[src/pdp_pkg.sv]
// constants, register map and address decode for the port direction, data and pull-up register set
//
// How it works
// port B direction bits: 0 input, 1 output; write-only, reset zero.
// port B data register, eight bits, read and write, reset zero.
// port A data register, eight bits, read and write, reset zero.
// port 4 pull-up bits: 0 off, 1 on; read and write, reset zero.
// port 4 pull-up acts only while its direction bit selects input.
// port 2 pull-up acts only while its direction bit selects input.
// port 5 pull-up acts only while its direction bit selects input.
// port 7 data read returns live pin levels; writes ignored; no reset value. Here the two synchroniser flops reset to zero.
package pdp_pkg;

    // ------------------------------------------------------------
    // register indices; byte address is four times the index
    // ------------------------------------------------------------
    localparam logic [9:0] IDX_PORT8_DIRECTION      = 10'h0cd;
    localparam logic [9:0] IDX_PORT7_PIN_LEVELS     = 10'h0ce;
    localparam logic [9:0] IDX_PORT8_OUTPUT_DATA    = 10'h0cf;
    localparam logic [9:0] IDX_PORT2_DIRECTION      = 10'h0d0;
    localparam logic [9:0] IDX_PORT4_DIRECTION      = 10'h0d1;
    localparam logic [9:0] IDX_PORT5_DIRECTION      = 10'h0d2;
    localparam logic [9:0] IDX_PORTA_OUTPUT_DATA    = 10'h0d3;
    localparam logic [9:0] IDX_PORTB_DIRECTION      = 10'h0d4;
    localparam logic [9:0] IDX_PORTB_OUTPUT_DATA    = 10'h0d6;
    localparam logic [9:0] IDX_PORT2_PULLUP_CONTROL = 10'h0d8;
    localparam logic [9:0] IDX_PORT5_PULLUP_CONTROL = 10'h0d9;
    localparam logic [9:0] IDX_PORT4_PULLUP_CONTROL = 10'h0da;

    // ------------------------------------------------------------
    // widths and values after reset
    // ------------------------------------------------------------
    localparam int         ADDR_W      = 12;
    localparam logic [7:0] RST_BYTE    = 8'h00;
    localparam logic [4:0] RST_PORT8   = 5'h00;
    localparam logic [3:0] RST_PORT5   = 4'h0;
    localparam logic [1:0] RESP_OKAY   = 2'h0;
    localparam logic [1:0] RESP_SLVERR = 2'h2;

    typedef enum logic [3:0] {
        SEL_NONE,
        SEL_P8_DIR,
        SEL_P8_DATA,
        SEL_P7_PINS,
        SEL_P2_DIR,
        SEL_P4_DIR,
        SEL_P5_DIR,
        SEL_PA_DATA,
        SEL_PB_DIR,
        SEL_PB_DATA,
        SEL_P2_PU,
        SEL_P5_PU,
        SEL_P4_PU
    } pdp_sel_e;

    function automatic pdp_sel_e pdp_decode(input logic [ADDR_W-1:0] addr);
        pdp_sel_e sel;
        sel = SEL_NONE;
        case (addr[ADDR_W-1:2])
            IDX_PORT8_DIRECTION:      sel = SEL_P8_DIR;
            IDX_PORT7_PIN_LEVELS:     sel = SEL_P7_PINS;
            IDX_PORT8_OUTPUT_DATA:    sel = SEL_P8_DATA;
            IDX_PORT2_DIRECTION:      sel = SEL_P2_DIR;
            IDX_PORT4_DIRECTION:      sel = SEL_P4_DIR;
            IDX_PORT5_DIRECTION:      sel = SEL_P5_DIR;
            IDX_PORTA_OUTPUT_DATA:    sel = SEL_PA_DATA;
            IDX_PORTB_DIRECTION:      sel = SEL_PB_DIR;
            IDX_PORTB_OUTPUT_DATA:    sel = SEL_PB_DATA;
            IDX_PORT2_PULLUP_CONTROL: sel = SEL_P2_PU;
            IDX_PORT5_PULLUP_CONTROL: sel = SEL_P5_PU;
            IDX_PORT4_PULLUP_CONTROL: sel = SEL_P4_PU;
            default:                  sel = SEL_NONE;
        endcase
        return sel;
    endfunction

endpackage

[src/pdp_sync.sv]
// two-flop synchroniser for asynchronous pin levels
module pdp_sync
    import pdp_pkg::*;
#(
    parameter int WIDTH = 8
)
(
    input  wire logic             clk_sys_i,
    input  wire logic             rst_n_i,
    input  wire logic [WIDTH-1:0] async_i,
    output logic      [WIDTH-1:0] sync_o
);

    typedef struct packed {
        logic [WIDTH-1:0] meta;
        logic [WIDTH-1:0] stable;
    } pdp_sync_s;

    pdp_sync_s state_reg;
    pdp_sync_s state_next;

    // the first stage feeds only the second stage
    always_comb
    begin
        state_next.meta   = async_i;
        state_next.stable = state_reg.meta;
    end

    always_ff @(posedge clk_sys_i)
    begin
        if (!rst_n_i)
        begin
            state_reg <= '0;
        end
        else
        begin
            state_reg <= state_next;
        end
    end

    assign sync_o = state_reg.stable;

endmodule

[src/pdp_regs.sv]
// port direction, data and pull-up register set behind an axi4-lite slave
module pdp_regs
    import pdp_pkg::*;
(
    input  wire logic              clk_sys_i,
    input  wire logic              rst_n_i,
    input  wire logic [ADDR_W-1:0] s_axi_awaddr_i,
    input  wire logic              s_axi_awvalid_i,
    output logic                   s_axi_awready_o,
    input  wire logic [31:0]       s_axi_wdata_i,
    input  wire logic [3:0]        s_axi_wstrb_i,
    input  wire logic              s_axi_wvalid_i,
    output logic                   s_axi_wready_o,
    output logic [1:0]             s_axi_bresp_o,
    output logic                   s_axi_bvalid_o,
    input  wire logic              s_axi_bready_i,
    input  wire logic [ADDR_W-1:0] s_axi_araddr_i,
    input  wire logic              s_axi_arvalid_i,
    output logic                   s_axi_arready_o,
    output logic [31:0]            s_axi_rdata_o,
    output logic [1:0]             s_axi_rresp_o,
    output logic                   s_axi_rvalid_o,
    input  wire logic              s_axi_rready_i,
    input  wire logic [7:0]        port7_pins_i,
    output logic [7:0]             porta_data_o,
    output logic [7:0]             portb_data_o,
    output logic [7:0]             portb_oe_o,
    output logic [4:0]             port8_data_o,
    output logic [4:0]             port8_oe_o,
    output logic [7:0]             port2_oe_o,
    output logic [7:0]             port4_oe_o,
    output logic [3:0]             port5_oe_o,
    output logic [7:0]             port2_pullup_o,
    output logic [7:0]             port4_pullup_o,
    output logic [3:0]             port5_pullup_o
);

    // ------------------------------------------------------------
    // state
    // ------------------------------------------------------------
    typedef struct packed {
        logic              aw_full;
        logic [ADDR_W-1:0] aw_addr;
        logic              w_full;
        logic [7:0]        w_byte;
        logic              w_en;
        logic              awready;
        logic              wready;
        logic              bvalid;
        logic [1:0]        bresp;
        logic              arready;
        logic              rvalid;
        logic [1:0]        rresp;
        logic [7:0]        rdata;
        logic [4:0]        p8_dir;
        logic [4:0]        p8_data;
        logic [7:0]        pa_data;
        logic [7:0]        pb_dir;
        logic [7:0]        pb_data;
        logic [7:0]        p2_dir;
        logic [7:0]        p4_dir;
        logic [3:0]        p5_dir;
        logic [7:0]        p2_pu;
        logic [7:0]        p4_pu;
        logic [3:0]        p5_pu;
        logic [7:0]        p2_pu_en;
        logic [7:0]        p4_pu_en;
        logic [3:0]        p5_pu_en;
    } pdp_state_s;

    pdp_state_s state_reg;
    pdp_state_s state_next;
    logic [7:0] p7_level;
    logic       wr_fire;
    logic       ar_fire;
    pdp_sel_e   wr_sel;
    pdp_sel_e   rd_sel;
    logic [7:0] rd_value;

    // port 7 pins are asynchronous; read only after two flops
    pdp_sync #(
        .WIDTH (8)
    ) u_p7_sync (
        .clk_sys_i (clk_sys_i),
        .rst_n_i   (rst_n_i),
        .async_i   (port7_pins_i),
        .sync_o    (p7_level)
    );

    // ------------------------------------------------------------
    // read mux
    // ------------------------------------------------------------
    always_comb
    begin
        rd_sel   = pdp_decode(s_axi_araddr_i);
        rd_value = RST_BYTE;
        case (rd_sel)
            SEL_P7_PINS: rd_value = p7_level;
            SEL_P8_DATA: rd_value = {3'h0, state_reg.p8_data};
            SEL_PA_DATA: rd_value = state_reg.pa_data;
            SEL_PB_DATA: rd_value = state_reg.pb_data;
            SEL_P2_PU:   rd_value = state_reg.p2_pu;
            SEL_P4_PU:   rd_value = state_reg.p4_pu;
            SEL_P5_PU:   rd_value = {4'h0, state_reg.p5_pu};
            // direction registers are write-only and read as zero
            default:     rd_value = RST_BYTE;
        endcase
    end

    // ------------------------------------------------------------
    // bus slave and register updates
    // ------------------------------------------------------------
    always_comb
    begin
        state_next = state_reg;
        wr_sel     = pdp_decode(state_reg.aw_addr);
        wr_fire    = state_reg.aw_full && state_reg.w_full && !state_reg.bvalid;
        ar_fire    = s_axi_arvalid_i && state_reg.arready;

        if (s_axi_awvalid_i && state_reg.awready)
        begin
            state_next.aw_full = 1'b1;
            state_next.aw_addr = s_axi_awaddr_i;
        end
        if (s_axi_wvalid_i && state_reg.wready)
        begin
            state_next.w_full = 1'b1;
            state_next.w_byte = s_axi_wdata_i[7:0];
            // registers live in byte lane 0 only
            state_next.w_en   = s_axi_wstrb_i[0];
        end

        if (wr_fire)
        begin
            state_next.aw_full = 1'b0;
            state_next.w_full  = 1'b0;
            state_next.bvalid  = 1'b1;
            state_next.bresp   = (wr_sel == SEL_NONE) ? RESP_SLVERR : RESP_OKAY;
            if (state_reg.w_en)
            begin
                case (wr_sel)
                    SEL_P8_DIR:  state_next.p8_dir  = state_reg.w_byte[4:0];
                    SEL_P8_DATA: state_next.p8_data = state_reg.w_byte[4:0];
                    SEL_P2_DIR:  state_next.p2_dir  = state_reg.w_byte;
                    SEL_P4_DIR:  state_next.p4_dir  = state_reg.w_byte;
                    SEL_P5_DIR:  state_next.p5_dir  = state_reg.w_byte[3:0];
                    SEL_PA_DATA: state_next.pa_data = state_reg.w_byte;
                    SEL_PB_DIR:  state_next.pb_dir  = state_reg.w_byte;
                    SEL_PB_DATA: state_next.pb_data = state_reg.w_byte;
                    SEL_P2_PU:   state_next.p2_pu   = state_reg.w_byte;
                    SEL_P4_PU:   state_next.p4_pu   = state_reg.w_byte;
                    SEL_P5_PU:   state_next.p5_pu   = state_reg.w_byte[3:0];
                    // pin levels of port 7 cannot be written
                    default:     state_next.pb_data = state_reg.pb_data;
                endcase
            end
        end
        else if (state_reg.bvalid && s_axi_bready_i)
        begin
            state_next.bvalid = 1'b0;
        end

        // one write in flight: hold off new channels until the response is taken
        state_next.awready = !state_next.aw_full && !state_next.bvalid;
        state_next.wready  = !state_next.w_full && !state_next.bvalid;

        if (ar_fire)
        begin
            state_next.rvalid = 1'b1;
            state_next.rdata  = rd_value;
            state_next.rresp  = (rd_sel == SEL_NONE) ? RESP_SLVERR : RESP_OKAY;
        end
        else if (state_reg.rvalid && s_axi_rready_i)
        begin
            state_next.rvalid = 1'b0;
        end
        state_next.arready = !state_next.rvalid;

        // pull-ups only on input pins; derived from next values so enables stay aligned
        state_next.p2_pu_en = state_next.p2_pu & ~state_next.p2_dir;
        state_next.p4_pu_en = state_next.p4_pu & ~state_next.p4_dir;
        state_next.p5_pu_en = state_next.p5_pu & ~state_next.p5_dir;
    end

    always_ff @(posedge clk_sys_i)
    begin
        if (!rst_n_i)
        begin
            state_reg         <= '0;
            state_reg.bresp   <= RESP_OKAY;
            state_reg.rresp   <= RESP_OKAY;
            state_reg.p8_dir  <= RST_PORT8;
            state_reg.p8_data <= RST_PORT8;
            state_reg.pa_data <= RST_BYTE;
            state_reg.pb_dir  <= RST_BYTE;
            state_reg.pb_data <= RST_BYTE;
            state_reg.p4_pu   <= RST_BYTE;
            state_reg.p5_dir  <= RST_PORT5;
            state_reg.p5_pu   <= RST_PORT5;
        end
        else
        begin
            state_reg <= state_next;
        end
    end

    // ------------------------------------------------------------
    // outputs
    // ------------------------------------------------------------
    assign s_axi_awready_o = state_reg.awready;
    assign s_axi_wready_o  = state_reg.wready;
    assign s_axi_bvalid_o  = state_reg.bvalid;
    assign s_axi_bresp_o   = state_reg.bresp;
    assign s_axi_arready_o = state_reg.arready;
    assign s_axi_rvalid_o  = state_reg.rvalid;
    assign s_axi_rresp_o   = state_reg.rresp;
    assign s_axi_rdata_o   = {24'h00_0000, state_reg.rdata};
    assign porta_data_o    = state_reg.pa_data;
    assign portb_data_o    = state_reg.pb_data;
    assign portb_oe_o      = state_reg.pb_dir;
    assign port8_data_o    = state_reg.p8_data;
    assign port8_oe_o      = state_reg.p8_dir;
    assign port2_oe_o      = state_reg.p2_dir;
    assign port4_oe_o      = state_reg.p4_dir;
    assign port5_oe_o      = state_reg.p5_dir;
    assign port2_pullup_o  = state_reg.p2_pu_en;
    assign port4_pullup_o  = state_reg.p4_pu_en;
    assign port5_pullup_o  = state_reg.p5_pu_en;
endmodule

[config.mk]
export PLATFORM = sky130hd
export DESIGN_NAME = pdp_regs
export DESIGN_NICKNAME = d
export VERILOG_FILES = /design/src/pdp_pkg.sv /design/src/pdp_sync.sv /design/src/pdp_regs.sv
export SDC_FILE = /design/constraint.sdc
export NUM_CORES = 1
export LEC_CHECK = 0
export ABC_AREA = 1
export ABC_CLOCK_PERIOD_IN_PS = 1280
export BUFFER_PORTS_ARGS = -buffer_cell sky130_fd_sc_hd__clkbuf_2
export CORE_ASPECT_RATIO = 0.6
export CORE_MARGIN = 5
export CORE_UTILIZATION = 50
export CTS_BUF_LIST = sky130_fd_sc_hd__clkbuf_8
export DETAILED_ROUTE_END_ITERATION = 10
export PLACE_DENSITY = 0.87
export SYNTH_ARGS = -nofsm -noshare
export SYNTH_HDL_FRONTEND = slang
export SYNTH_HIERARCHICAL = 1
export SYNTH_SLANG_ARGS = --single-unit
[constraint.sdc]
create_clock -name clk_sys_i -period 1.28 [get_ports clk_sys_i]
set_input_delay 0.064 -clock clk_sys_i [delete_from_list [all_inputs] [get_ports clk_sys_i]]
set_output_delay 0.064 -clock clk_sys_i [all_outputs]
set_load 0.05 [all_outputs]
==> results of run 1 <==
-- cell families (layout without fill, tap and decap cells) --
logic type / Yosys count / count (layout) / synth area share (%)
AND/OR/NAND/NOR: 629 / 632 / 35.3
flip-flops: 146 / 146 / 37.8
AO/OA/AOI/OAI: 133 / 133 / 8.66
buffers and inverters: 246 / 392 / 18.2
other: 1 / 26 / 0.0485
-- per-stage QoR --
step	hold slack [ns]	instance area, um^2
2_1_floorplan	0.156	7920
3_3_place_gp	0.247	8550
3_5_place_dp	0.250	8550
4_1_cts	0.00817	9580
5_1_grt	0.0678	10100
6_report	0.0476	10100
-- worst register-to-register path: cells and delay by family (launching register included) --
family                 cells  cell delay, ns
DFF                        1            0.35
buffers and inverters      2            0.27
AOI/OAI and AO/OA          1            0.05
and+or+nand+nor            9            0.91
-- power groups by stage --
stage / Combinational, mW / Sequential [mW] / Clock, mW
5_1_grt: 1.43 / 4.70 / 4.29
3_3_place_gp: 1.12 / 4.79 / 0
4_1_cts: 1.27 / 4.69 / 4.09
6_report: 1.37 / 4.70 / 4.10
3_5_place_dp: 1.13 / 4.79 / 0
2_1_floorplan: 0.691 / 4.82 / 0
-- placed cells by master (no fill, tap or decap), drive strengths merged --
master       instances
a21oi               79
buf                121
bufinv               4
clkbuf             145
clkinv               7
clkinvlp             1
conb                26
dfxtp              146
dlygate4sd3         30
inv                 84
nand2              450
nand3               20
nand4               65
nor2                81
nor3                 6
nor4                 2
o2111ai              1
o21ai               53
or2                  8
-- worst max path at each step --
stage	to	slack, ns
after floorplan	portb_oe_o[6]	-0.13
after global placement	s_axi_bresp_o[1]	-0.32
after detailed placement	port4_pullup_o[6]	-0.31
after CTS	port2_pullup_o[0]	-0.26
after global routing	port4_pullup_o[7]	-0.45
final	port4_pullup_o[6]	-0.36
-- timing repair --
action	in CTS	in global routing
buffers inserted	11	7
hold buffers	30	0
setup endpoints to repair	95	100
pin swaps	13	35
cloned	2	3
gates resized for setup	54	138
endpoints found under the hold margin	32	0
-- metal layers --
| metal | up-vias | track usage [%] | share of wire, % |
|---|---|---|---|
| met5 | - | 0 | 0 |
| met4 | 0 | 7.46 | 2.6 |
| met3 | 90 | 11.1 | 13 |
| met2 | 494 | 39.3 | 44 |
| met1 | 3737 | 34.6 | 40 |
| li1 | 3863 | - | - |
-- layout make-up --
cell class,instances,area [um^2]
tap,203,254
clock inverter,13,181
inverter,83,329
fill,1202,5140
sequential,146,2940
clock buffer,19,262
multi-input combinational,791,4060
timing repair buffer,277,2080
==> summary.md, run 1 <==
| Metric | Value |
|---|---|
| Status | finished with violations |
| Failing checks | setup timing |
| Crit path cell chain | inv_2 -> nand2_2 -> nor2_2 -> nand3_4 -> buf_8 -> nand2_1 -> o21ai_2 -> nand2_1 -> nand2_1 -> nand2_2 -> nand2_4 -> nor2_1 |
| Final instance count without filler cells | around 1,500 |
| Initial core utilization | between 50% and 60% |
| Setup Skew | around 0.012 ns |
| Crit path launch | state_reg[124] |
| PnR Total Power | between 10 and 15 mW |
| Final ANT Viol Nets | 0 |
| Endpoints failing hold | 0 |
| FF-to-FF End | port4_pullup_o[6] |
| Placed cells | between 1,000 and 1,500 |
| Hold Path Origin | rst_n_i |
| WL final | around 26,000 um |
| Synthesized area | 0.00773 mm^2 |
| Drt first pass iters | 5 |
| Critical Path RT | around 1.7 ns |
| Sequential element share of the synthesized area | between 30% and 40% |
| Startpoint Class | register |
| Synth cell types | 29 |
| Worst setup margin | -0.359 ns |
| Crit path time final | approximately 1.6 ns |
| Net Switching | 2.84 mW |
| Hold Path Stages | 3 |
| Setup CP Type | register to register |
| Worst r2r src | state_reg[124] |
| Critical path fanouts, max | 5 |
| Finished Core Util | between 60% and 70% |
| Number of synthesized flops with an enable pin | 0 |
| GPL Wtd Cong | around 0.99 |
| TritonCTS clock tree | yes |
| Clock power frac | between 40% and 50% |
| Placement Setup Slack | -0.311 ns |
| Area growth syn-to-layout | 30.7% |
| Dpl hpwl | between 15,000 and 20,000 um |
| Share of cells above drive strength 1 | a little over a third |
| Global Route Usage Sum | between 20% and 30% |
| DIE HEIGHT | 106 um |
| Sw Ratio | 27.9% |
| Min-Delay Endpoint | s_axi_rvalid_o |
| # nets final | about 1,400 |
| Worst R2R Setup Slack | -0.36 ns |
| Combinational Power Share | roughly 13% |
| PwrDens | between 1000 and 1500 mW/mm^2 |
| Post-synth top flop | dfxtp_1 |
| Initial DRC count | roughly 870 |
| Critical path capture point type | register |
| PortBufs | around 130 |
| Die ar. | ~0.018 mm^2 |
| Core ar. | roughly 0.015 mm^2 |
| Share of the synthesized area in the top cell type | between 30 and 40% |
| Ys Warns | 6 |
| Top cells by area, synth | dfxtp_1 38%, nand2_1 21%, buf_4 11%, a21oi_1 5.1%, nand4_1 5.0% |
| CTS Buf Count | 17 |
| Vias | about 8,200 |
| Internal power | between 7 and 8 mW |
| Mapped Avg Cell Area | 6.69 um^2 |
| Clock slew at reported path FFs | approximately 0.08 ns |
| Sequential cell fraction of total power | between 40% and 50% |
| Tightest Hold Check Type | input pin to register |
| Yosys reg bits | about 150 |
| Arrival time worst endpoint | between 2 and 2.5 ns |
| Clock sinks | approximately 150 |
| Final Cycle Share | 128% |
| Largest net degree at the start of global routing | 37 |
| Maximum clock rate | 0.610 GHz |
| Vias/cell | roughly 5.3 |
| Gate Count Post-Synth | roughly 1,200 |
| MaxCap Viol Count | 0 |
| Clk buf depth | 2 |
| Top post-synthesis cells by count | 442 x nand2_1, 146 x dfxtp_1, 111 x buf_4 |
| Vias in the first global route | 7,374 |
| Most used cell, CP | nand2_1 |
| Slowest Stage Delay on Critical Path | ~0.35 ns |
| Final Max Tran Viols | 0 |
| Skew-Pair Late Insertion Delay | about 0.46 ns |
| Residual DRC | 0 |
| Max reg flops | just over 40 |
| Grt total ovfl | 0 |
| Htree depth | 4 |
| Count leader, synth | nand2_1 |
| WL per Instance | 16.8 um |
| Leak Pwr | between 4 and 5 nW |
| Cell depth of the worst setup path | 12 |
| Diodes inserted | 0 |
| Reg2reg path depth | 12 |
| Die X | 171 um |
| Maximum vdd drop | between 0.0006 and 0.0007 V |
| Final setup vio count | 95 |
| Core Rows | 35 |
| Crit-path slowest cell | dfxtp_2 |
| Initial antenna violation count | 0 |
| IO Count | 190 |
| FFs w/ async S/R, synth | 0% |
| First-pass GRT wire length | approximately 38,000 um |
| Setup TNS | -24.41 ns |
| Buffers and inverters on the worst path | 2 |
| Unrepaired setup endpoints after global routing | true |
| Crit-path leading delay family | simple AND/OR/NAND/NOR gates |
| CTS root buf | clkbuf_8 |
| Yosys top cell by area | dfxtp_1 |
(Power assumes the default switching activity.)
==> run 2, diff against run 1 <==
--- a/config.mk
+++ b/config.mk
@@ -13,6 +13,8 @@
 export CORE_UTILIZATION = 50
 export CTS_BUF_LIST = sky130_fd_sc_hd__clkbuf_8
 export DETAILED_ROUTE_END_ITERATION = 10
+export GPL_TIMING_DRIVEN = 0
+export MAX_ROUTING_LAYER = met4
 export PLACE_DENSITY = 0.87
 export SYNTH_ARGS = -nofsm -noshare
 export SYNTH_HDL_FRONTEND = slang
==> run 2 against run 1 <==
Net effect:
- the run still ends with setup timing left
- sequential share of layout area decreased by 0.98 points
- via count rose by 3.8%
- first-iteration DRC count is 10% higher
- global-route usage up 2.3 points
- die area did not move
- clock power decreased by 3%
- fmax decreased by 5.9%
- critical path depth unchanged
- largest cell class unchanged
==> summary.md, run 2 (synthesized netlist as in run 1, its figures left out) <==
| Metric | Value |
|---|---|
| Placement Setup Slack | -0.581 ns |
| Crit path launch | state_reg[128] |
| Final instance count without filler cells | approximately 1,600 |
| Area growth syn-to-layout | 37.4% |
| Final setup vio count | 95 |
| Vias | about 8,500 |
| Final ANT Viol Nets | 0 |
| Die ar. | roughly 0.018 mm^2 |
| Maximum clock rate | 0.574 GHz |
| Unrepaired setup endpoints after global routing | true |
| # nets final | about 1,500 |
| IO Count | 190 |
| Reg2reg path depth | 12 |
| Most frequent cells in the layout | 382 x nand2_1, 132 x buf_4, 96 x dfxtp_1 |
| Largest net degree at the start of global routing | 17 |
| Core ar. | ~0.015 mm^2 |
| Die X | approximately 170 um |
| Vias in the first global route | ~7,600 |
| Residual DRC | 0 |
| Drt first pass iters | 6 |
| Global Route Usage Sum | 28.5% |
| Hold Path Origin | s_axi_arvalid_i |
| DIE HEIGHT | roughly 110 um |
| Hold Path Stages | 4 |
| Least-Margin Pin Slew | 0.930 ns |
| Failing checks | setup timing |
| Final Cycle Share | 136% |
| Vias/cell | 5.27 |
| Leak Pwr | between 5 and 6 nW |
| Placed Area | just under 0.009 mm^2 |
| Min-Delay Endpoint | s_axi_rdata_o[6] |
| CTS Buf Count | 17 |
| Worst R2R Setup Slack | -0.46 ns |
| Critical path fanouts, max | 6 |
| Clock sinks | between 100 and 150 |
| Clock slew at reported path FFs | 0.09 ns |
| Finished Core Util | a little over two thirds |
| Initial DRC count | between 900 and 1,000 |
| Design area | 0.0106 mm^2 |
| PnR Total Power | between 10 and 15 mW |
| CTS root buf | clkbuf_8 |
| Share of cells above drive strength 1 | between 40% and 50% |
| Initial core utilization | 50.7% |
| WL final | approximately 27,000 um |
| Commonest non-fill, non-tap cell in the layout | nand2_1 |
| Fillers | between 1,000 and 1,500 |
| Rel. slew slack | 38.0% |
| Setup Skew | 0.0136 ns |
| Placed cells | roughly 1,500 |
| Tightest Hold Check Type | input pin to register |
| Setup CP Type | register to register |
| FF-to-FF End | port4_pullup_o[2] |
| Hold_ws | roughly 0.012 ns |
| First-pass GRT wire length | just under 40,000 um |
| WL per Instance | around 16 um |
| Core Rows | 35 |
| Max reg flops | around 40 |
| Dpl hpwl | 18,000 um |
| Worst setup margin | -0.461 ns |
| MaxCap Viol Count | 0 |
| Worst r2r src | state_reg[128] |
| Arrival time worst endpoint | approximately 2.1 ns |
| PwrDens | ~940 mW/mm^2 |
| Skew-Pair Late Insertion Delay | between 0.4 and 0.5 ns |
| Endpoints failing hold | 0 |
| PortBufs | approximately 130 |
| Status | finished with violations |
| Setup TNS | -29.23 ns |
| Htree depth | 4 |
| Startpoint Class | register |
| Critical path capture point type | register |
| Clk buf depth | 2 |
| GPL Wtd Cong | ~1 |
| Grt total ovfl | 0 |
| Maximum vdd drop | between 0.0006 and 0.0007 V |
| Final Max Tran Viols | 0 |
| TritonCTS clock tree | yes |
| Initial antenna violation count | 0 |
| Crit path time final | ~1.7 ns |
| Critical Path RT | around 1.6 ns |
[run 2: changes by cell type in the layout (fill, tap and decap cells not counted), sizes merged]
cell	before	now
buf	121	178
dlygate4sd3	30	29
clkbuf	145	169
diode	0	1
inv	84	83
nand4	65	64
[run 2: what timing repair did]
item	in CTS	in global routing
setup buffers	28	6
gates cloned	3	2
hold endpoints to repair	32	0
hold buffers	29	0
pin swaps	27	44
setup endpoints to repair	136	155
gates resized for setup	111	177
[run 2: worst max-delay path by stage]
stage	end	slack, ns
after floorplan	portb_oe_o[6]	-0.13
after global placement	port8_data_o[3]	-0.51
after detailed placement	port8_data_o[1]	-0.58
after CTS	portb_oe_o[6]	-0.35
after global routing	port4_pullup_o[2]	-0.54
final	port4_pullup_o[2]	-0.46
[run 2: layout make-up]
cell class,count,area (um^2),area share [%]
tap,203,254,2.39
timing repair buffer,198,1460,13.7
sequential,146,2990,28.1
inverter,83,335,3.16
clock buffer,19,262,2.46
buffer,159,1150,10.8
multi-input combinational,790,4010,37.7
antenna,1,2.50,0.0236
clock inverter,12,165,1.55
[run 2: per-layer routing]
| layer | GRT usage [%] | wire length (um) |
|---|---|---|
| met5 | - | 0 |
| met4 | 9.46 | 761 |
| met3 | 10.0 | 3320 |
| met2 | 40.1 | 11200 |
| met1 | 38.3 | 11200 |
[run 2: worst max-delay path: stages (launching register included)]
cell and delay (ns):
dfxtp_2 0.34, inv_2 0.06, nand2_2 0.05, nor2_4 0.17
buf_6 0.14, nand3_4 0.15, clkbuf_16 0.22, o21ai_2 0.13
nand2_1 0.10, nand2_1 0.09, nand2_2 0.07, nand2_1 0.07
nor2_1 0.04
[run 2: power by group]
group | internal (mW) | switching [mW] | total, mW
Clock | 2.20 | 1.78 | 3.97
Sequential | 4.63 | 0.132 | 4.76
Combinational | 0.412 | 0.871 | 1.28
Total | 7.24 | 2.78 | 10.0
